`src/include/fcvr_consts.svh`:
```
`ifndef FCVR_CONSTS_SVH
`define FCVR_CONSTS_SVH

// ----------------------------------------
// Register indices (byte address = 4 x index)
// ----------------------------------------
`define FCVR_IDX_CFG6 8'h10
`define FCVR_IDX_CFG7 8'h11
`define FCVR_IDX_V2V5 8'h20
`define FCVR_IDX_VCORE 8'h21
`define FCVR_IDX_VSUP 8'h22
`define FCVR_IDX_V5V0 8'h23
`define FCVR_IDX_V12 8'h24
`define FCVR_IDX_CFG1 8'h40
`define FCVR_IDX_IRQ_STAT 8'h41
`define FCVR_IDX_CORE_LIM 8'h46
`define FCVR_IDX_EXT1 8'h76
`define FCVR_IDX_EXT2 8'h77
`define FCVR_IDX_IRQ_MASK 8'h90

// ----------------------------------------
// Reset values
// ----------------------------------------
`define FCVR_RST_CFG6 8'h00
`define FCVR_RST_CFG7 8'h00
`define FCVR_RST_RESULT 8'h00
`define FCVR_RST_CORE_LIM 8'h00
`define FCVR_RST_IRQ 3'h0

// ----------------------------------------
// Field positions
// ----------------------------------------
`define FCVR_CFG6_THERMAL_MAN 3
`define FCVR_CFG6_FOLLOWER 4
`define FCVR_CFG6_LEADER 5
`define FCVR_CFG6_CORE_LOW 6
`define FCVR_CFG6_EXTRA 7
`define FCVR_CFG7_HYS_DIS 0
`define FCVR_CFG1_LOCK 1
`define FCVR_IRQ_THERMAL 0
`define FCVR_IRQ_CORE_LOW 1
`define FCVR_IRQ_CORE_OK 2
`define FCVR_IRQ_W 3
`define FCVR_NUM_V 5

`endif

```
`src/include/fcvr_pkg.sv`:
```
package fcvr_pkg;

  // ----------------------------------------
  // Core-low monitor states
  // ----------------------------------------
  typedef enum logic [2:0] {
    CL_NORMAL = 3'b001,
    CL_LOW = 3'b010,
    CL_SPINUP = 3'b100
  } fcvr_core_state_t;

  typedef logic [7:0] fcvr_byte_t;

endpackage

```
`src/hdl/fcvr_voltage_freeze.sv`:
```
`timescale 1ns/1ps
`include "fcvr_consts.svh"

module fcvr_voltage_freeze #(
  parameter int NUM_V = `FCVR_NUM_V
) (
  input wire logic clk,
  input wire logic rst_n,
  input wire logic meas_valid,
  input wire logic [NUM_V-1:0][9:0] meas,
  input wire logic rd_strobe,
  input wire logic [7:0] rd_idx,
  output logic [NUM_V-1:0][7:0] result,
  output logic [7:0] ext1,
  output logic [7:0] ext2,
  output logic frozen
);

  logic [NUM_V-1:0] pend_q;
  logic ext_rd;
  logic [NUM_V-1:0] res_rd;

  // ----------------------------------------
  // Read decode
  // ----------------------------------------
  assign ext_rd = rd_strobe && (rd_idx == `FCVR_IDX_EXT1 || rd_idx == `FCVR_IDX_EXT2);
  always_comb begin
    for (int i = 0; i < NUM_V; i++) begin
      res_rd[i] = rd_strobe && (rd_idx == `FCVR_IDX_V2V5 + 8'(i));
    end
  end

  // ----------------------------------------
  // Freeze tracking
  // ----------------------------------------
  // Freeze until results read
  always_ff @(posedge clk or negedge rst_n) begin
    if (!rst_n) begin
      pend_q <= '0;
    end else if (ext_rd) begin
      pend_q <= '1;
    end else begin
      pend_q <= pend_q & ~res_rd;
    end
  end
  assign frozen = |pend_q;

  // ----------------------------------------
  // Result storage
  // ----------------------------------------
  // Eight MSBs per input
  always_ff @(posedge clk or negedge rst_n) begin
    if (!rst_n) begin
      result <= '0;
      ext1 <= `FCVR_RST_RESULT;
      ext2 <= `FCVR_RST_RESULT;
    end else if (meas_valid && !frozen && !ext_rd) begin
      for (int i = 0; i < NUM_V; i++) begin
        result[i] <= meas[i][9:2];
      end
      ext1 <= {meas[3][1:0], meas[2][1:0], meas[1][1:0], meas[0][1:0]};
      ext2 <= {6'h00, meas[4][1:0]};
    end
  end

endmodule

```
`src/hdl/fcvr_core_low_monitor.sv`:
```
`timescale 1ns/1ps

module fcvr_core_low_monitor (
  input wire logic clk,
  input wire logic rst_n,
  input wire logic mode_en,
  input wire logic sample_valid,
  input wire logic [7:0] core_sample,
  input wire logic [7:0] low_limit,
  input wire logic spinup_done,
  output logic low_event,
  output logic ok_event,
  output logic processor_hot_en,
  output logic spinup_req
);

  fcvr_pkg::fcvr_core_state_t state_q;
  fcvr_pkg::fcvr_core_state_t state_d;

  // ----------------------------------------
  // State machine
  // ----------------------------------------
  always_comb begin
    state_d = state_q;
    case (state_q)
      fcvr_pkg::CL_NORMAL: begin
        if (mode_en && sample_valid && core_sample < low_limit) begin
          state_d = fcvr_pkg::CL_LOW;
        end
      end
      fcvr_pkg::CL_LOW: begin
        if (!mode_en || (sample_valid && core_sample > low_limit)) begin
          state_d = fcvr_pkg::CL_SPINUP;
        end
      end
      fcvr_pkg::CL_SPINUP: begin
        if (spinup_done) begin
          state_d = fcvr_pkg::CL_NORMAL;
        end
      end
      default: begin
        state_d = fcvr_pkg::CL_NORMAL;
      end
    endcase
  end

  always_ff @(posedge clk or negedge rst_n) begin
    if (!rst_n) begin
      state_q <= fcvr_pkg::CL_NORMAL;
    end else begin
      state_q <= state_d;
    end
  end

  // ----------------------------------------
  // Outputs
  // ----------------------------------------
  always_ff @(posedge clk or negedge rst_n) begin
    if (!rst_n) begin
      low_event <= 1'b0;
      ok_event <= 1'b0;
      processor_hot_en <= 1'b1;
      spinup_req <= 1'b0;
    end else begin
      low_event <= (state_q == fcvr_pkg::CL_NORMAL) && (state_d == fcvr_pkg::CL_LOW);
      ok_event <= (state_q == fcvr_pkg::CL_LOW) && (state_d == fcvr_pkg::CL_SPINUP);
      processor_hot_en <= (state_d != fcvr_pkg::CL_LOW);
      spinup_req <= (state_d == fcvr_pkg::CL_SPINUP);
    end
  end

endmodule

```
`src/hdl/fcvr_top.sv`:
```
// The AHB-Lite slave port was chosen for this implementation.
`timescale 1ns/1ps
`include "fcvr_consts.svh"

// Behaviour
// - Bit 0 sets fan 1 smoothing x4 for remote 1
// - Bit 1 sets fan 2 smoothing x4 for local channel
// - Bit 2 sets fan 3 smoothing x4 for remote 2
// - Bit 3 keeps thermal override active in manual fan mode
// - Bit 4 selects fan sync follower role
// - Bit 5 selects fan sync leader role
// - Core low in standby mode flags status, alerts, disables processor-hot
// - Core recovery re-enables processor-hot and spins fans up
// - Bit 7 lengthens all smoothing times a further 39.2 percent
// - Thermal limit event overrides fan settings, even disabled, except in manual fan mode with bit 3 clear
// - Second config bit 0 removes thermal limit hysteresis
// - Lock makes second config register ignore writes
// - Five read-only voltage results hold eight MSBs each
// - Extended read freezes extended and result registers until read
// - Both configs and voltage results reset to zero
// - Lock bit writes once, holds until power cycle
module fcvr_top (
  input wire logic hclk,
  input wire logic hresetn,
  input wire logic hsel,
  input wire logic [31:0] haddr,
  input wire logic [1:0] htrans,
  input wire logic hwrite,
  input wire logic [2:0] hsize,
  input wire logic [31:0] hwdata,
  input wire logic hready,
  output logic hreadyout,
  output logic hresp,
  output logic [31:0] hrdata,
  input wire logic meas_valid,
  input wire logic [9:0] meas_2v5,
  input wire logic [9:0] meas_core,
  input wire logic [9:0] meas_supply,
  input wire logic [9:0] meas_5v0,
  input wire logic [9:0] meas_12v,
  input wire logic fan_manual_mode,
  input wire logic thermal_limit_in,
  input wire logic thermal_below_hyst,
  input wire logic spinup_done,
  output logic [2:0] fan_smooth_x4,
  output logic fan_smooth_extra,
  output logic fan_sync_follower,
  output logic fan_sync_leader,
  output logic thermal_hysteresis_disable,
  output logic fan_thermal_override,
  output logic processor_hot_monitor_en,
  output logic fan_spinup_req,
  output logic limits_locked,
  output logic irq
);

  // ----------------------------------------
  // Declarations
  // ----------------------------------------
  logic [7:0] cfg6_q;
  logic [7:0] cfg7_q;
  logic [7:0] core_lim_q;
  logic lock_q;
  logic [`FCVR_IRQ_W-1:0] stat_q;
  logic [`FCVR_IRQ_W-1:0] stat_d;
  logic [`FCVR_IRQ_W-1:0] mask_q;
  logic [`FCVR_IRQ_W-1:0] stat_set;
  logic [`FCVR_IRQ_W-1:0] stat_clr;
  logic wr_pend_q;
  logic [31:0] wr_addr_q;
  logic acc;
  logic rd_acc;
  logic wr_acc;
  logic [7:0] rd_idx;
  logic [7:0] wr_idx;
  logic wr_ok;
  fcvr_pkg::fcvr_byte_t rd_byte;
  logic [4:0][9:0] meas;
  logic [4:0][7:0] result;
  logic [7:0] ext1;
  logic [7:0] ext2;
  logic frozen;
  logic core_low_ev;
  logic core_ok_ev;
  logic processor_hot_en;
  logic spinup_req;
  logic thermal_in_q;
  logic thermal_active_q;

  // ----------------------------------------
  // Address helpers
  // ----------------------------------------
  function automatic logic fcvr_addr_ok(input logic [31:0] a);
    return (a[31:10] == 22'h000000) && (a[1:0] == 2'b00);
  endfunction

  function automatic logic [7:0] fcvr_index(input logic [31:0] a);
    return a[9:2];
  endfunction

  // ----------------------------------------
  // Bus access decode
  // ----------------------------------------
  assign acc = hsel && hready && htrans[1];
  assign rd_acc = acc && !hwrite;
  assign wr_acc = acc && hwrite;
  assign rd_idx = fcvr_addr_ok(haddr) ? fcvr_index(haddr) : 8'hff;
  assign wr_idx = fcvr_index(wr_addr_q);
  assign wr_ok = wr_pend_q && fcvr_addr_ok(wr_addr_q);

  always_ff @(posedge hclk or negedge hresetn) begin
    if (!hresetn) begin
      wr_pend_q <= 1'b0;
      wr_addr_q <= 32'h00000000;
    end else begin
      wr_pend_q <= wr_acc;
      if (wr_acc) begin
        wr_addr_q <= haddr;
      end
    end
  end

  always_ff @(posedge hclk or negedge hresetn) begin
    if (!hresetn) begin
      hreadyout <= 1'b0;
      hresp <= 1'b0;
    end else begin
      hreadyout <= 1'b1;
      hresp <= 1'b0;
    end
  end

  // ----------------------------------------
  // Read mux
  // ----------------------------------------
  always_comb begin
    case (rd_idx)
      `FCVR_IDX_CFG6: rd_byte = cfg6_q;
      `FCVR_IDX_CFG7: rd_byte = cfg7_q;
      `FCVR_IDX_V2V5: rd_byte = result[0];
      `FCVR_IDX_VCORE: rd_byte = result[1];
      `FCVR_IDX_VSUP: rd_byte = result[2];
      `FCVR_IDX_V5V0: rd_byte = result[3];
      `FCVR_IDX_V12: rd_byte = result[4];
      `FCVR_IDX_CFG1: rd_byte = {6'h00, lock_q, 1'b0};
      `FCVR_IDX_IRQ_STAT: rd_byte = {5'h00, stat_q};
      `FCVR_IDX_CORE_LIM: rd_byte = core_lim_q;
      `FCVR_IDX_EXT1: rd_byte = ext1;
      `FCVR_IDX_EXT2: rd_byte = ext2;
      `FCVR_IDX_IRQ_MASK: rd_byte = {5'h00, mask_q};
      default: rd_byte = 8'h00;
    endcase
  end

  always_ff @(posedge hclk or negedge hresetn) begin
    if (!hresetn) begin
      hrdata <= 32'h00000000;
    end else if (rd_acc) begin
      hrdata <= {24'h000000, rd_byte};
    end
  end

  // ----------------------------------------
  // Configuration registers
  // ----------------------------------------
  // Power-on zero
  always_ff @(posedge hclk or negedge hresetn) begin
    if (!hresetn) begin
      cfg6_q <= `FCVR_RST_CFG6;
    end else if (wr_ok && wr_idx == `FCVR_IDX_CFG6) begin
      cfg6_q <= hwdata[7:0];
    end
  end

  always_ff @(posedge hclk or negedge hresetn) begin
    if (!hresetn) begin
      cfg7_q <= `FCVR_RST_CFG7;
    end else if (wr_ok && wr_idx == `FCVR_IDX_CFG7 && !lock_q) begin
      cfg7_q <= {7'h00, hwdata[`FCVR_CFG7_HYS_DIS]};
    end
  end

  always_ff @(posedge hclk or negedge hresetn) begin
    if (!hresetn) begin
      core_lim_q <= `FCVR_RST_CORE_LIM;
    end else if (wr_ok && wr_idx == `FCVR_IDX_CORE_LIM && !lock_q) begin
      core_lim_q <= hwdata[7:0];
    end
  end

  always_ff @(posedge hclk or negedge hresetn) begin
    if (!hresetn) begin
      lock_q <= 1'b0;
    end else if (wr_ok && wr_idx == `FCVR_IDX_CFG1 && hwdata[`FCVR_CFG1_LOCK]) begin
      lock_q <= 1'b1;
    end
  end

  always_ff @(posedge hclk or negedge hresetn) begin
    if (!hresetn) begin
      mask_q <= `FCVR_RST_IRQ;
    end else if (wr_ok && wr_idx == `FCVR_IDX_IRQ_MASK) begin
      mask_q <= hwdata[`FCVR_IRQ_W-1:0];
    end
  end

  // ----------------------------------------
  // Voltage results
  // ----------------------------------------
  assign meas[0] = meas_2v5;
  assign meas[1] = meas_core;
  assign meas[2] = meas_supply;
  assign meas[3] = meas_5v0;
  assign meas[4] = meas_12v;

  fcvr_voltage_freeze #(
    .NUM_V(`FCVR_NUM_V)
  ) u_freeze (
    .clk(hclk),
    .rst_n(hresetn),
    .meas_valid(meas_valid),
    .meas(meas),
    .rd_strobe(rd_acc),
    .rd_idx(rd_idx),
    .result(result),
    .ext1(ext1),
    .ext2(ext2),
    .frozen(frozen)
  );

  // ----------------------------------------
  // Core voltage low handling
  // ----------------------------------------
  // Standby core-low monitor
  fcvr_core_low_monitor u_core_low (
    .clk(hclk),
    .rst_n(hresetn),
    .mode_en(cfg6_q[`FCVR_CFG6_CORE_LOW]),
    .sample_valid(meas_valid),
    .core_sample(meas_core[9:2]),
    .low_limit(core_lim_q),
    .spinup_done(spinup_done),
    .low_event(core_low_ev),
    .ok_event(core_ok_ev),
    .processor_hot_en(processor_hot_en),
    .spinup_req(spinup_req)
  );

  // ----------------------------------------
  // Thermal limit tracking
  // ----------------------------------------
  // Hysteresis bypass
  always_ff @(posedge hclk or negedge hresetn) begin
    if (!hresetn) begin
      thermal_in_q <= 1'b0;
      thermal_active_q <= 1'b0;
    end else begin
      thermal_in_q <= thermal_limit_in;
      if (thermal_limit_in) begin
        thermal_active_q <= 1'b1;
      end else if (cfg7_q[`FCVR_CFG7_HYS_DIS] || thermal_below_hyst) begin
        thermal_active_q <= 1'b0;
      end
    end
  end

  // ----------------------------------------
  // Interrupt status
  // ----------------------------------------
  always_comb begin
    stat_set = '0;
    stat_set[`FCVR_IRQ_THERMAL] = thermal_limit_in && !thermal_in_q;
    stat_set[`FCVR_IRQ_CORE_LOW] = core_low_ev;
    stat_set[`FCVR_IRQ_CORE_OK] = core_ok_ev;
    stat_clr = '0;
    if (wr_ok && wr_idx == `FCVR_IDX_IRQ_STAT) begin
      stat_clr = hwdata[`FCVR_IRQ_W-1:0];
    end
    stat_d = (stat_q & ~stat_clr) | stat_set;
  end

  always_ff @(posedge hclk or negedge hresetn) begin
    if (!hresetn) begin
      stat_q <= `FCVR_RST_IRQ;
      irq <= 1'b0;
    end else begin
      stat_q <= stat_d;
      irq <= |(stat_d & mask_q);
    end
  end

  // ----------------------------------------
  // Fan control outputs
  // ----------------------------------------
  always_ff @(posedge hclk or negedge hresetn) begin
    if (!hresetn) begin
      fan_smooth_x4 <= 3'h0;
      fan_smooth_extra <= 1'b0;
      fan_sync_follower <= 1'b0;
      fan_sync_leader <= 1'b0;
      thermal_hysteresis_disable <= 1'b0;
      limits_locked <= 1'b0;
    end else begin
      fan_smooth_x4 <= cfg6_q[2:0];
      fan_smooth_extra <= cfg6_q[`FCVR_CFG6_EXTRA];
      fan_sync_follower <= cfg6_q[`FCVR_CFG6_FOLLOWER];
      fan_sync_leader <= cfg6_q[`FCVR_CFG6_LEADER];
      thermal_hysteresis_disable <= cfg7_q[`FCVR_CFG7_HYS_DIS];
      limits_locked <= lock_q;
    end
  end

  always_ff @(posedge hclk or negedge hresetn) begin
    if (!hresetn) begin
      fan_thermal_override <= 1'b0;
      processor_hot_monitor_en <= 1'b1;
      fan_spinup_req <= 1'b0;
    end else begin
      fan_thermal_override <= thermal_active_q &&
        (!fan_manual_mode || cfg6_q[`FCVR_CFG6_THERMAL_MAN]);
      processor_hot_monitor_en <= processor_hot_en;
      fan_spinup_req <= spinup_req;
    end
  end

endmodule

```
`config.mk`:
```
export PLATFORM = sky130hd
export DESIGN_NAME = fcvr_top
export DESIGN_NICKNAME = d
export VERILOG_FILES = /design/src/include/fcvr_pkg.sv /design/src/hdl/fcvr_voltage_freeze.sv /design/src/hdl/fcvr_core_low_monitor.sv /design/src/hdl/fcvr_top.sv
export VERILOG_INCLUDE_DIRS = /design/src /design/src/include
export SDC_FILE = /design/constraint.sdc
export NUM_CORES = 1
export LEC_CHECK = 0
export BUFFER_PORTS_ARGS = -buffer_cell sky130_fd_sc_hd__buf_2
export CORE_ASPECT_RATIO = 0.9
export CORE_MARGIN = 3
export CORE_UTILIZATION = 38
export DETAILED_ROUTE_END_ITERATION = 7
export HOLD_SLACK_MARGIN = 0.12
export PLACE_DENSITY = 0.62
export SLEW_MARGIN = 0
export SYNTH_ARGS = -nofsm -noshare
export SYNTH_HDL_FRONTEND = slang
export SYNTH_SLANG_ARGS = --single-unit
```
`constraint.sdc`:
```
create_clock -name hclk -period 2.3 [get_ports hclk]
set_clock_uncertainty 0.1 [all_clocks]
set_input_delay 0.23 -clock hclk [delete_from_list [all_inputs] [get_ports hclk]]
set_output_delay 0.23 -clock hclk [all_outputs]
set_load 0.005 [all_outputs]
```
==> results of run 1 <==
Yosys cell counts, types with 5 or more instances:
library cell / n / area [um2]
buf_2: 9 / 45.0
ha_1: 8 / 100
o22ai_1: 6 / 37.5
clkbuf_1: 10 / 37.5
a21oi_1: 9 / 45.0
a22oi_1: 17 / 128
nand2_1: 113 / 424
o21ai_0: 10 / 50.1
nor2_1: 19 / 71.3
mux2_2: 71 / 800
mux2i_1: 10 / 100
a21boi_0: 5 / 37.5
inv_1: 14 / 52.6
nor4_1: 15 / 93.8
dfrtp_1: 139 / 3480
nand3_1: 12 / 60.1
nand4_1: 7 / 43.8
buf_4: 27 / 203
through the flow:
step | total power, mW | utilization | setup slack, ns
floorplan | 3.33 | - | 0.380
global placement | 3.60 | 0.442 | 0.198
detailed placement | 3.64 | 0.442 | 0.141
CTS | 6.42 | 0.532 | 0.0560
global route | 6.69 | 0.532 | 0.00201
finish | 6.37 | 0.532 | 0.0837
power by group through the flow:
stage | Clock, mW | Sequential, mW | Combinational, mW
after floorplan | 0 | 2.90 | 0.423
after detailed placement | 0 | 2.95 | 0.692
after global routing | 2.83 | 2.94 | 0.920
after CTS | 2.68 | 2.91 | 0.826
final | 2.63 | 2.92 | 0.824
after global placement | 0 | 2.94 | 0.663
worst paths after layout:
kind	start	to	slack, ns	cells after the start
max	haddr[14]	u_freeze.result[39]	0.08	8
min	spinup_done	u_core_low.spinup_req	0.16	4
max reg2reg	wr_addr_q[12]	irq	0.13	6
min reg2reg	u_core_low.spinup_req	fan_spinup_req	0.25	0
max in group asynchronous	hresetn	fan_thermal_override	1.21	3
min in group asynchronous	hresetn	wr_addr_q[13]	0.22	2
flip-flops by register name, indices dropped and copies added, names as in the netlist, 2 cells and up:
name and cells:
u_freeze.result 40, mask_q 3, core_lim_q 8, u_core_low.state_q 3, stat_q 3, u_freeze.ext2 2, wr_addr_q 32, cfg6_q 8
hrdata 8, u_freeze.ext1 8, u_freeze.pend_q 5, fan_smooth_x4 3
routing by layer:
layer / GRT usage / part of all wire / up-vias
met5: 0 / 0 / -
met4: 0.0516 / 0.013 / 0
met3: 0.0560 / 0.069 / 19
met2: 0.335 / 0.49 / 229
met1: 0.251 / 0.43 / 2670
li1: - / - / 2521
worst max-delay path: cells and delay by family:
family,cells,cell delay (ns)
and+or+nand+nor,3,0.93
buffers and inverters,3,0.84
AOI/OAI and AO/OA,1,0.11
muxes,1,0.29
logic make-up (layout without fill, tap and decap cells):
| group | count (synthesis) | after routing | share of synthesized area |
|---|---|---|---|
| simple gates | 212 | 212 | 0.167 |
| flops | 142 | 142 | 0.540 |
| mux | 81 | 81 | 0.137 |
| compound gates | 77 | 77 | 0.0840 |
| buf+inv | 64 | 287 | 0.0559 |
| fa+ha+maj | 8 | 8 | 0.0152 |
| other cells | 2 | 26 | 0.00114 |
timing repair:
item,CTS,global route
endpoints found under the hold margin,250,0
resized for setup,0,1
hold buffers,95,0
setup endpoints to repair,0,7
buffers inserted,0,1
layout make-up:
class,instances,area (um2)
clock buffers,17,425
clock inverters,15,143
fillers,1463,7930
inverters,14,52.6
multi-input cells,404,2760
flip-flops and latches,142,3560
well taps,235,294
repair buffers,241,1790
==> summary.md, run 1 <==
| Metric | Value |
|---|---|
| Status | `complete, no violations` |
| Commonest non-fill, non-tap cell in the layout | `dfrtp_1` |
| Worst vdd ir | `about 510 uV` |
| CP arrival | `~2.4 ns` |
| Clk pwr share | `0.413` |
| Final-report max-slew violation count | `0` |
| Number of synthesized flops with an enable pin | `0` |
| Yosys warnings | `0` |
| Comb pwr share | `0.129` |
| Cell Count, Final, Fillers Out | `between 1,000 and 1,500` |
| Grt total ovfl | `0` |
| ANT nets after route | `0` |
| CP Capture Type | `flop` |
| Die area | `18,900 um2` |
| P&R area growth vs syn | `37.1%` |
| Internal power | `~4.6 mW` |
| Final worst path period need | `2.22 ns` |
| Switch Pwr | `about 1.7 mW` |
| Port-buffer cells | `approximately 120` |
| Synth Area per Inst | `11.2 um2` |
| Yosys reg bits | `between 100 and 150` |
| Post-route cell area | `9020 um2` |
| Worst Tran Pin Value | `around 0.53 ns` |
| Setup TNS | `0 ns` |
| Post-route DRC | `0` |
| # IOs | `175` |
| Sequential share of the synthesized area | `0.540` |
| Fin nets | `around 960` |
| Placement Cell Area | `~7500 um2` |
| First drt pass iteration count | `5` |
| Async set-reset flop share out of synthesis | `1.00` |
| Share of cells above drive strength 1 | `0.324` |
| WHS | `~0.16 ns` |
| Vias per std cell | `approximately 5` |
| Die H | `about 130 um` |
| Worst-path clk slew | `approximately 0.060 ns` |
| Antenna diode count | `0` |
| Core region area | `16,900 um2` |
| CTS sink cnt | `142` |
| Leak pwr | `about 4.2 nW` |
| Largest net degree at the start of global routing | `52` |
| Worst EP required | `around 2.5 ns` |
| Vias in the first global route | `5,680` |
| Detailed placer's ending HPWL | `about 13,000 um` |
| Crit path launch type | `primary input` |
| Clock latency on the worst-skew pair | `between 0.4 and 0.5 ns` |
| H-tree levels | `4` |
| CP peak stage delay | `approximately 0.53 ns` |
| Switch share | `0.273` |
| Dpl cells | `between 900 and 1,000` |
| CTS tree | `yes` |
| Rel. slew slack | `0.646` |
| Hold Crit Class | `primary input to flop` |
| Post-synth top flop | `dfrtp_1` |
| DIE WIDTH | `around 140 um` |
| Final WL | `18,100 um` |
| Starting density of the core | `0.388` |
| Iteration-0 DRC Markers | `377` |
| Seq pwr share | `0.458` |
| Fin. Hold Viols | `0` |
| Most frequent cells in the layout | `dfrtp_1, buf_2, nand2_1` |
| DR WL/cell | `between 15 and 20 um` |
| RSZ-0062 raised after global routing | `no` |
| Std-Cell Rows | `45` |
| Finish-stage setup viols | `0` |
| Global Route Usage Sum | `0.198` |
| Max Cap Viol | `0` |
| Vias | `approximately 5,400` |
| Pwr/cell area | `just over 700 nW/um2` |
| Slowest stage cell, crit path | `dlygate4sd3_1` |
| Distinct cell type count after synthesis | `61` |
| Final GP Congestion | `around 0.83` |
| Cells after Synth | `about 590` |
| CTS buffer count | `17` |
| Worst-path cell chain | `dlygate4sd3_1, buf_2, nor4_1, nand2_1, nor2_1, a21oi_4, buf_12, mux2_2` |
| CTS Root Buffer Type | `clkbuf_16` |
| Initial antenna violation count | `0` |
| First-pass GRT wire length | `around 29,000 um` |
| Post-Syn Area | `6580 um2` |
| WS Path Type | `primary input to flop` |
| CTS max path bufs | `2` |
| Max Clk Rate | `~0.45 GHz` |
| Crit share post-route | `0.964` |
| Worst-path maximum fanout | `29` |
Power figures use the tool's default switching activity.
==> run 2: changes to the inputs <==
--- a/config.mk
+++ b/config.mk
@@ -9,10 +9,10 @@
 export BUFFER_PORTS_ARGS = -buffer_cell sky130_fd_sc_hd__buf_2
 export CORE_ASPECT_RATIO = 0.9
 export CORE_MARGIN = 3
-export CORE_UTILIZATION = 38
+export CORE_UTILIZATION = 53
 export DETAILED_ROUTE_END_ITERATION = 7
 export HOLD_SLACK_MARGIN = 0.12
-export PLACE_DENSITY = 0.62
+export PLACE_DENSITY = 0.81
 export SLEW_MARGIN = 0
 export SYNTH_ARGS = -nofsm -noshare
 export SYNTH_HDL_FRONTEND = slang
==> run 2 against run 1 <==
Compared with the run above: clock-buffer cell count increased by 3; die area is 27% lower; non-clock buffer count fell by 4; combinational power fell by 1%; sequential power is essentially flat; clock power rose by 12%; critical path depth unchanged; register-to-register slack better by 0.02 ns; total power is 4.9% higher; design area is 0.86% lower; worst setup slack got worse by 0.038 ns; sequential share of layout area increased by 0.34 points; critical path type unchanged; largest power group is now the clock network.
==> summary.md, run 2 (synthesized netlist as in run 1, its figures left out) <==
| Metric | Value |
|---|---|
| Switch Pwr | `between 1.5 and 2 mW` |
| RSZ-0062 raised after global routing | `no` |
| CP Buf/Inv Count | `3` |
| CP Depth | `8` |
| Crit share post-route | `0.980` |
| CTS tree | `yes` |
| Fin nets | `about 950` |
| Grt total ovfl | `0` |
| Detailed placer's ending HPWL | `approximately 12,000 um` |
| Die H | `approximately 110 um` |
| Setup TNS | `0 ns` |
| Status | `complete, no violations` |
| Clock latency on the worst-skew pair | `0.43 ns` |
| Largest registers in the final layout | `u_freeze.result x40, wr_addr_q x32` |
| Antenna diode count | `0` |
| Rel. slew slack | `0.635` |
| DIE WIDTH | `123 um` |
| Vias in the first global route | `slightly below 6,000` |
| CTS max path bufs | `2` |
| CP peak stage delay | `0.54 ns` |
| Starting density of the core | `0.560` |
| # IOs | `between 150 and 200` |
| # fillers | `~750` |
| Worst EP required | `between 2 and 3 ns` |
| Max Clk Rate | `around 0.44 GHz` |
| P&R area growth vs syn | `35.9%` |
| Setup crit end | `u_freeze.pend_q[4]` |
| Leak pwr | `about 4.2 nW` |
| ANT nets after route | `0` |
| Core region area | `11,800 um2` |
| R2R Setup Slk | `0.15 ns` |
| Top delay family on crit path | `simple AND/OR/NAND/NOR gates` |
| Switch share | `0.242` |
| Cell Count, Final, Fillers Out | `slightly below 1,000` |
| R2R depth | `6` |
| Std-Cell Rows | `37` |
| CTS buffer count | `17` |
| Final WL | `between 15,000 and 20,000 um` |
| Worst slack at placement | `0.201 ns` |
| Reg-to-reg endpoint | `irq` |
| Worst-path cell chain | `dlygate4sd3_1, buf_2, nor4_1, nand4_1, buf_4, or3_4, o21ai_0, nand2_1` |
| WS Path Type | `primary input to flop` |
| Slowest stage cell, crit path | `dlygate4sd3_1` |
| Comb pwr share | `0.122` |
| Worst r2r src | `wr_addr_q[11]` |
| Vias per std cell | `about 5.6` |
| Largest net degree at the start of global routing | `between 60 and 70` |
| Worst-path clk slew | `0.06 ns` |
| First drt pass iteration count | `5` |
| Register area | `~3600 um2` |
| Share of cells above drive strength 1 | `0.320` |
| Initial antenna violation count | `0` |
| Final worst path period need | `approximately 2.3 ns` |
| Dpl cells | `859` |
| Placement Cell Area | `about 7400 um2` |
| Worst Tran Pin Value | `between 0.5 and 0.6 ns` |
| Max Cap Viol | `0` |
| Iteration-0 DRC Markers | `about 460` |
| Final GP Congestion | `just over 0.9` |
| Largest Register | `u_freeze.result` |
| Commonest non-fill, non-tap cell in the layout | `dfrtp_1` |
| Worst vdd ir | `701 uV` |
| Final-report max-slew violation count | `0` |
| Worst-path maximum fanout | `4` |
| CTS Root Buffer Type | `clkbuf_16` |
| Crit. Startpoint | `haddr[29]` |
| Pwr/cell area | `around 750 nW/um2` |
| CP arrival | `roughly 2.5 ns` |
| Tot Pwr | `around 6.7 mW` |
| Setup bufs post-CTS | `0` |
| Number of flip-flops in the largest register | `40` |
| Post-route DRC | `0` |
| CTS sink cnt | `approximately 140` |
| Finish-stage setup viols | `0` |
| H-tree levels | `4` |
| Post-route cell area | `just under 9000 um2` |
| Crit path launch type | `primary input` |
| Final core occ | `0.761` |
| Die area | `about 14,000 um2` |
| Area occupied by multi-input gates | `roughly 2800 um2` |
| Resize count post-CTS | `0` |
| Clk pwr share | `0.441` |
| WHS | `0.129 ns` |
| DR WL/cell | `18.3 um` |
| Port-buffer cells | `approximately 120` |
| Final worst slack | `0.0453 ns` |
| Fin. Hold Viols | `0` |
| Most frequent cells in the layout | `dfrtp_1, buf_2, nand2_1` |
| Internal power | `~5.1 mW` |
| Hold Crit Class | `primary input to flop` |
| Seq pwr share | `0.437` |
| First-pass GRT wire length | `roughly 29,000 um` |
| CP Capture Type | `flop` |
| Vias | `5,483` |
| Global Route Usage Sum | `0.274` |
## run 2: changes by cell type in the layout (fill, tap and decap cells not counted), sizes merged
cell / previous run / this run
inv: 26 / 17
bufinv: 0 / 4
buf: 146 / 143
clkbuf: 17 / 20
clkinvlp: 0 / 3
clkinv: 3 / 2
dlygate4sd3: 95 / 94
## run 2: what timing repair did
action                                  CTS  global route
endpoints found under the setup margin    0             1
hold buffers                             94             0
hold endpoints to repair                218             0
## run 2: power by group through the flow
stage | Combinational (mW) | Sequential (mW) | Clock, mW
4_1_cts | 0.806 | 2.91 | 2.97
5_1_grt | 0.909 | 2.95 | 3.10
3_3_place_gp | 0.644 | 2.94 | 0
2_1_floorplan | 0.423 | 2.90 | 0
6_report | 0.812 | 2.92 | 2.95
3_5_place_dp | 0.675 | 2.96 | 0
## run 2: final cells by class
class / count / area share
Multi-Input combinational cell: 404 / 0.308
Inverter: 14 / 0.00587
Sequential cell: 142 / 0.398
Tap cell: 156 / 0.0218
Timing Repair Buffer: 237 / 0.195
Clock buffer: 20 / 0.0511
Clock inverter: 12 / 0.0204
## run 2: worst register-to-register path: stages (launching register included)
cell,delay (ns)
dfrtp_1,0.38
nor4_1,0.32
nand4_1,0.22
nor4_2,0.32
buf_4,0.20
a41oi_1,0.17
a211o_1,0.33
## run 2: how the worst min path moves through the flow
stage | start | to | slack [ns] | cells past startpoint
global route | haddr[5] | wr_addr_q[5] | 0.14 | 4
global placement | hresetn | wr_addr_q[14] | 0.09 | 1
floorplan | hresetn | cfg6_q[0] | -0.17 | 0
detailed placement | hresetn | wr_addr_q[14] | 0.11 | 1
CTS | haddr[5] | wr_addr_q[5] | 0.12 | 4
finish | haddr[5] | wr_addr_q[5] | 0.13 | 4
## run 2: metal layers
| metal | vias to the layer above | track usage | part of all wire | routed length [um] |
|---|---|---|---|---|
| li1 | 2505 | - | - | - |
| met1 | 2697 | 0.339 | 0.40 | 7250 |
| met2 | 245 | 0.465 | 0.51 | 9200 |
| met3 | 36 | 0.0630 | 0.063 | 1130 |
| met4 | 0 | 0.100 | 0.022 | 400 |
| met5 | - | 0 | 0 | 0 |
==> run 3: changes to the inputs <==
--- a/config.mk
+++ b/config.mk
@@ -7,12 +7,15 @@
 export NUM_CORES = 1
 export LEC_CHECK = 0
 export BUFFER_PORTS_ARGS = -buffer_cell sky130_fd_sc_hd__buf_2
+export CELL_PAD_IN_SITES_DETAIL_PLACEMENT = 0
+export CELL_PAD_IN_SITES_GLOBAL_PLACEMENT = 1
 export CORE_ASPECT_RATIO = 0.9
 export CORE_MARGIN = 3
-export CORE_UTILIZATION = 53
+export CORE_UTILIZATION = 41
 export DETAILED_ROUTE_END_ITERATION = 7
 export HOLD_SLACK_MARGIN = 0.12
 export PLACE_DENSITY = 0.81
+export SKIP_CTS_REPAIR_TIMING = 1
 export SLEW_MARGIN = 0
 export SYNTH_ARGS = -nofsm -noshare
 export SYNTH_HDL_FRONTEND = slang
==> run 3 against run 2 <==
Compared with the run above: die area up 28%; utilization fell by 18 points; register-to-register slack hardly changed; critical endpoint is now u_freeze.result[15]; sequential share of layout area fell by 0.20 points; first-iteration DRC count fell by 17%; maximum frequency rose by 1.9%; non-clock buffer count up 3; final cell count increased by 5.0%; flip-flop and latch count stayed put; critical path depth stayed put; design area increased by 0.50%.
==> summary.md, run 3 (synthesized netlist as in run 1, its figures left out) <==
| Metric | Value |
|---|---|
| H-tree levels | `4` |
| Global Route Usage Sum | `0.187` |
| Final core occ | `0.578` |
| CTS max path bufs | `2` |
| Starting density of the core | `0.423` |
| Max Cap Viol | `0` |
| Tot Pwr | `6.54 mW` |
| Area occupied by multi-input gates | `between 2000 and 3000 um2` |
| Worst Tran Pin Value | `around 0.62 ns` |
| Grt total ovfl | `0` |
| Pwr/cell area | `727 nW/um2` |
| ANT nets after route | `0` |
| CP Buf/Inv Count | `4` |
| Port-buffer cells | `~120` |
| Slowest stage cell, crit path | `dlygate4sd3_1` |
| Detailed placer's ending HPWL | `~12,000 um` |
| Initial antenna violation count | `0` |
| Max Clk Rate | `approximately 0.45 GHz` |
| Vias per std cell | `between 5 and 6` |
| CTS buffer count | `17` |
| Die area | `roughly 18,000 um2` |
| Vias | `around 5,400` |
| CP arrival | `about 2.4 ns` |
| CTS tree | `yes` |
| CP Capture Type | `flop` |
| First drt pass iteration count | `5` |
| Std-Cell Rows | `between 40 and 50` |
| Clock latency on the worst-skew pair | `between 0.4 and 0.5 ns` |
| Worst-path clk slew | `~0.06 ns` |
| CTS Root Buffer Type | `clkbuf_16` |
| Crit path launch type | `primary input` |
| Vias in the first global route | `~5,000` |
| Final worst path period need | `about 2.2 ns` |
| Crit share post-route | `0.962` |
| Iteration-0 DRC Markers | `~380` |
| DR WL/cell | `between 15 and 20 um` |
| Worst-path cell chain | `dlygate4sd3_1, buf_2, buf_4, and4b_1, and3_1, a21oi_4, buf_4, mux2_2` |
| Fin. Hold Viols | `0` |
| Core region area | `between 15,000 and 20,000 um2` |
| Final GP Congestion | `~0.88` |
| Cell repeated most along the worst path | `buf_4` |
| Worst EP required | `2.51 ns` |
| Commonest non-fill, non-tap cell in the layout | `dfrtp_1` |
| Share of cells above drive strength 1 | `0.325` |
| DIE WIDTH | `140 um` |
| CTS sink cnt | `142` |
| Largest net degree at the start of global routing | `63` |
| RSZ-0062 raised after global routing | `no` |
| Setup TNS | `0 ns` |
| Die H | `126 um` |
| Fin nets | `around 960` |
| Hold Crit Class | `primary input to flop` |
| Largest registers in the final layout | `u_freeze.result x40, wr_addr_q x32` |
| Top delay family on crit path | `buffers and inverters` |
| WS Path Type | `primary input to flop` |
| Worst vdd ir | `between 500 and 600 uV` |
| Antenna diode count | `0` |
| Worst-path maximum fanout | `18` |
| Status | `complete, no violations` |
| Final WL | `about 18,000 um` |
| Rel. slew slack | `0.586` |
| Post-route DRC | `0` |
| Register area | `around 3600 um2` |
| Most frequent cells in the layout | `dfrtp_1, buf_2, nand2_1` |
| Largest Register | `u_freeze.result` |
| Number of flip-flops in the largest register | `40` |
| # IOs | `about 180` |
| CP peak stage delay | `around 0.55 ns` |
| Leak pwr | `~4.2 nW` |
| P&R area growth vs syn | `36.6%` |
| First-pass GRT wire length | `roughly 26,000 um` |
| # fillers | `1,269` |
| Finish-stage setup viols | `0` |
| Final-report max-slew violation count | `0` |
-- run 3: worst reg2reg max path: stages (launching register included) --
cell and delay, ns:
dfrtp_1 0.38, nor4_1 0.36, nand4_1 0.23, nor4_2 0.30, buf_4 0.19, a41oi_1 0.15
a211o_1 0.32
-- run 3: stage by stage --
step | hold WS (ns) | instance area [um2] | setup slack, ns | cells
final | 0.110 | 8990 | 0.0881 | 1034
after global routing | 0.141 | 8990 | 0.0119 | 1034
after CTS | -0.289 | 8070 | 0.171 | 942
after detailed placement | 0.173 | 7470 | 0.183 | 910
after floorplan | -0.166 | 6670 | 0.380 | 610
after global placement | 0.167 | 7470 | 0.181 | 910
-- run 3: worst paths after layout --
path / from / endpoint / slack [ns] / cells after the start
setup / recovery: haddr[6] / u_freeze.result[15] / 0.09 / 8
hold / removal: thermal_below_hyst / thermal_active_q / 0.11 / 3
setup reg to reg: wr_addr_q[17] / irq / 0.16 / 6
hold reg to reg: u_core_low.spinup_req / fan_spinup_req / 0.25 / 0
max in group asynchronous: hresetn / wr_addr_q[22] / 1.21 / 3
min in group asynchronous: hresetn / hrdata[2] / 0.26 / 2
-- run 3: area by class of cell --
| type | instances | area share |
|---|---|---|
| Timing Repair Buffer | 240 | 0.197 |
| Sequential cell | 142 | 0.396 |
| Multi-Input combinational cell | 404 | 0.307 |
| Inverter | 14 | 0.00585 |
| Tap cell | 202 | 0.0281 |
| Clock buffer | 18 | 0.0477 |
| Clock inverter | 14 | 0.0186 |
-- run 3: layer usage --
layer | global-route usage | share of wire | vias up
met2 | 0.287 | 0.47 | 180
met3 | 0.0645 | 0.064 | 29
met5 | 0 | 0 | -
met1 | 0.253 | 0.45 | 2640
li1 | - | - | 2513
met4 | 0.0598 | 0.020 | 0
-- run 3: power breakdown --
group	internal (mW)	leakage, nW	switching [mW]
Sequential	2.75	1.72	0.161
Clock	1.70	0.286	1.10
Combinational	0.433	2.16	0.386
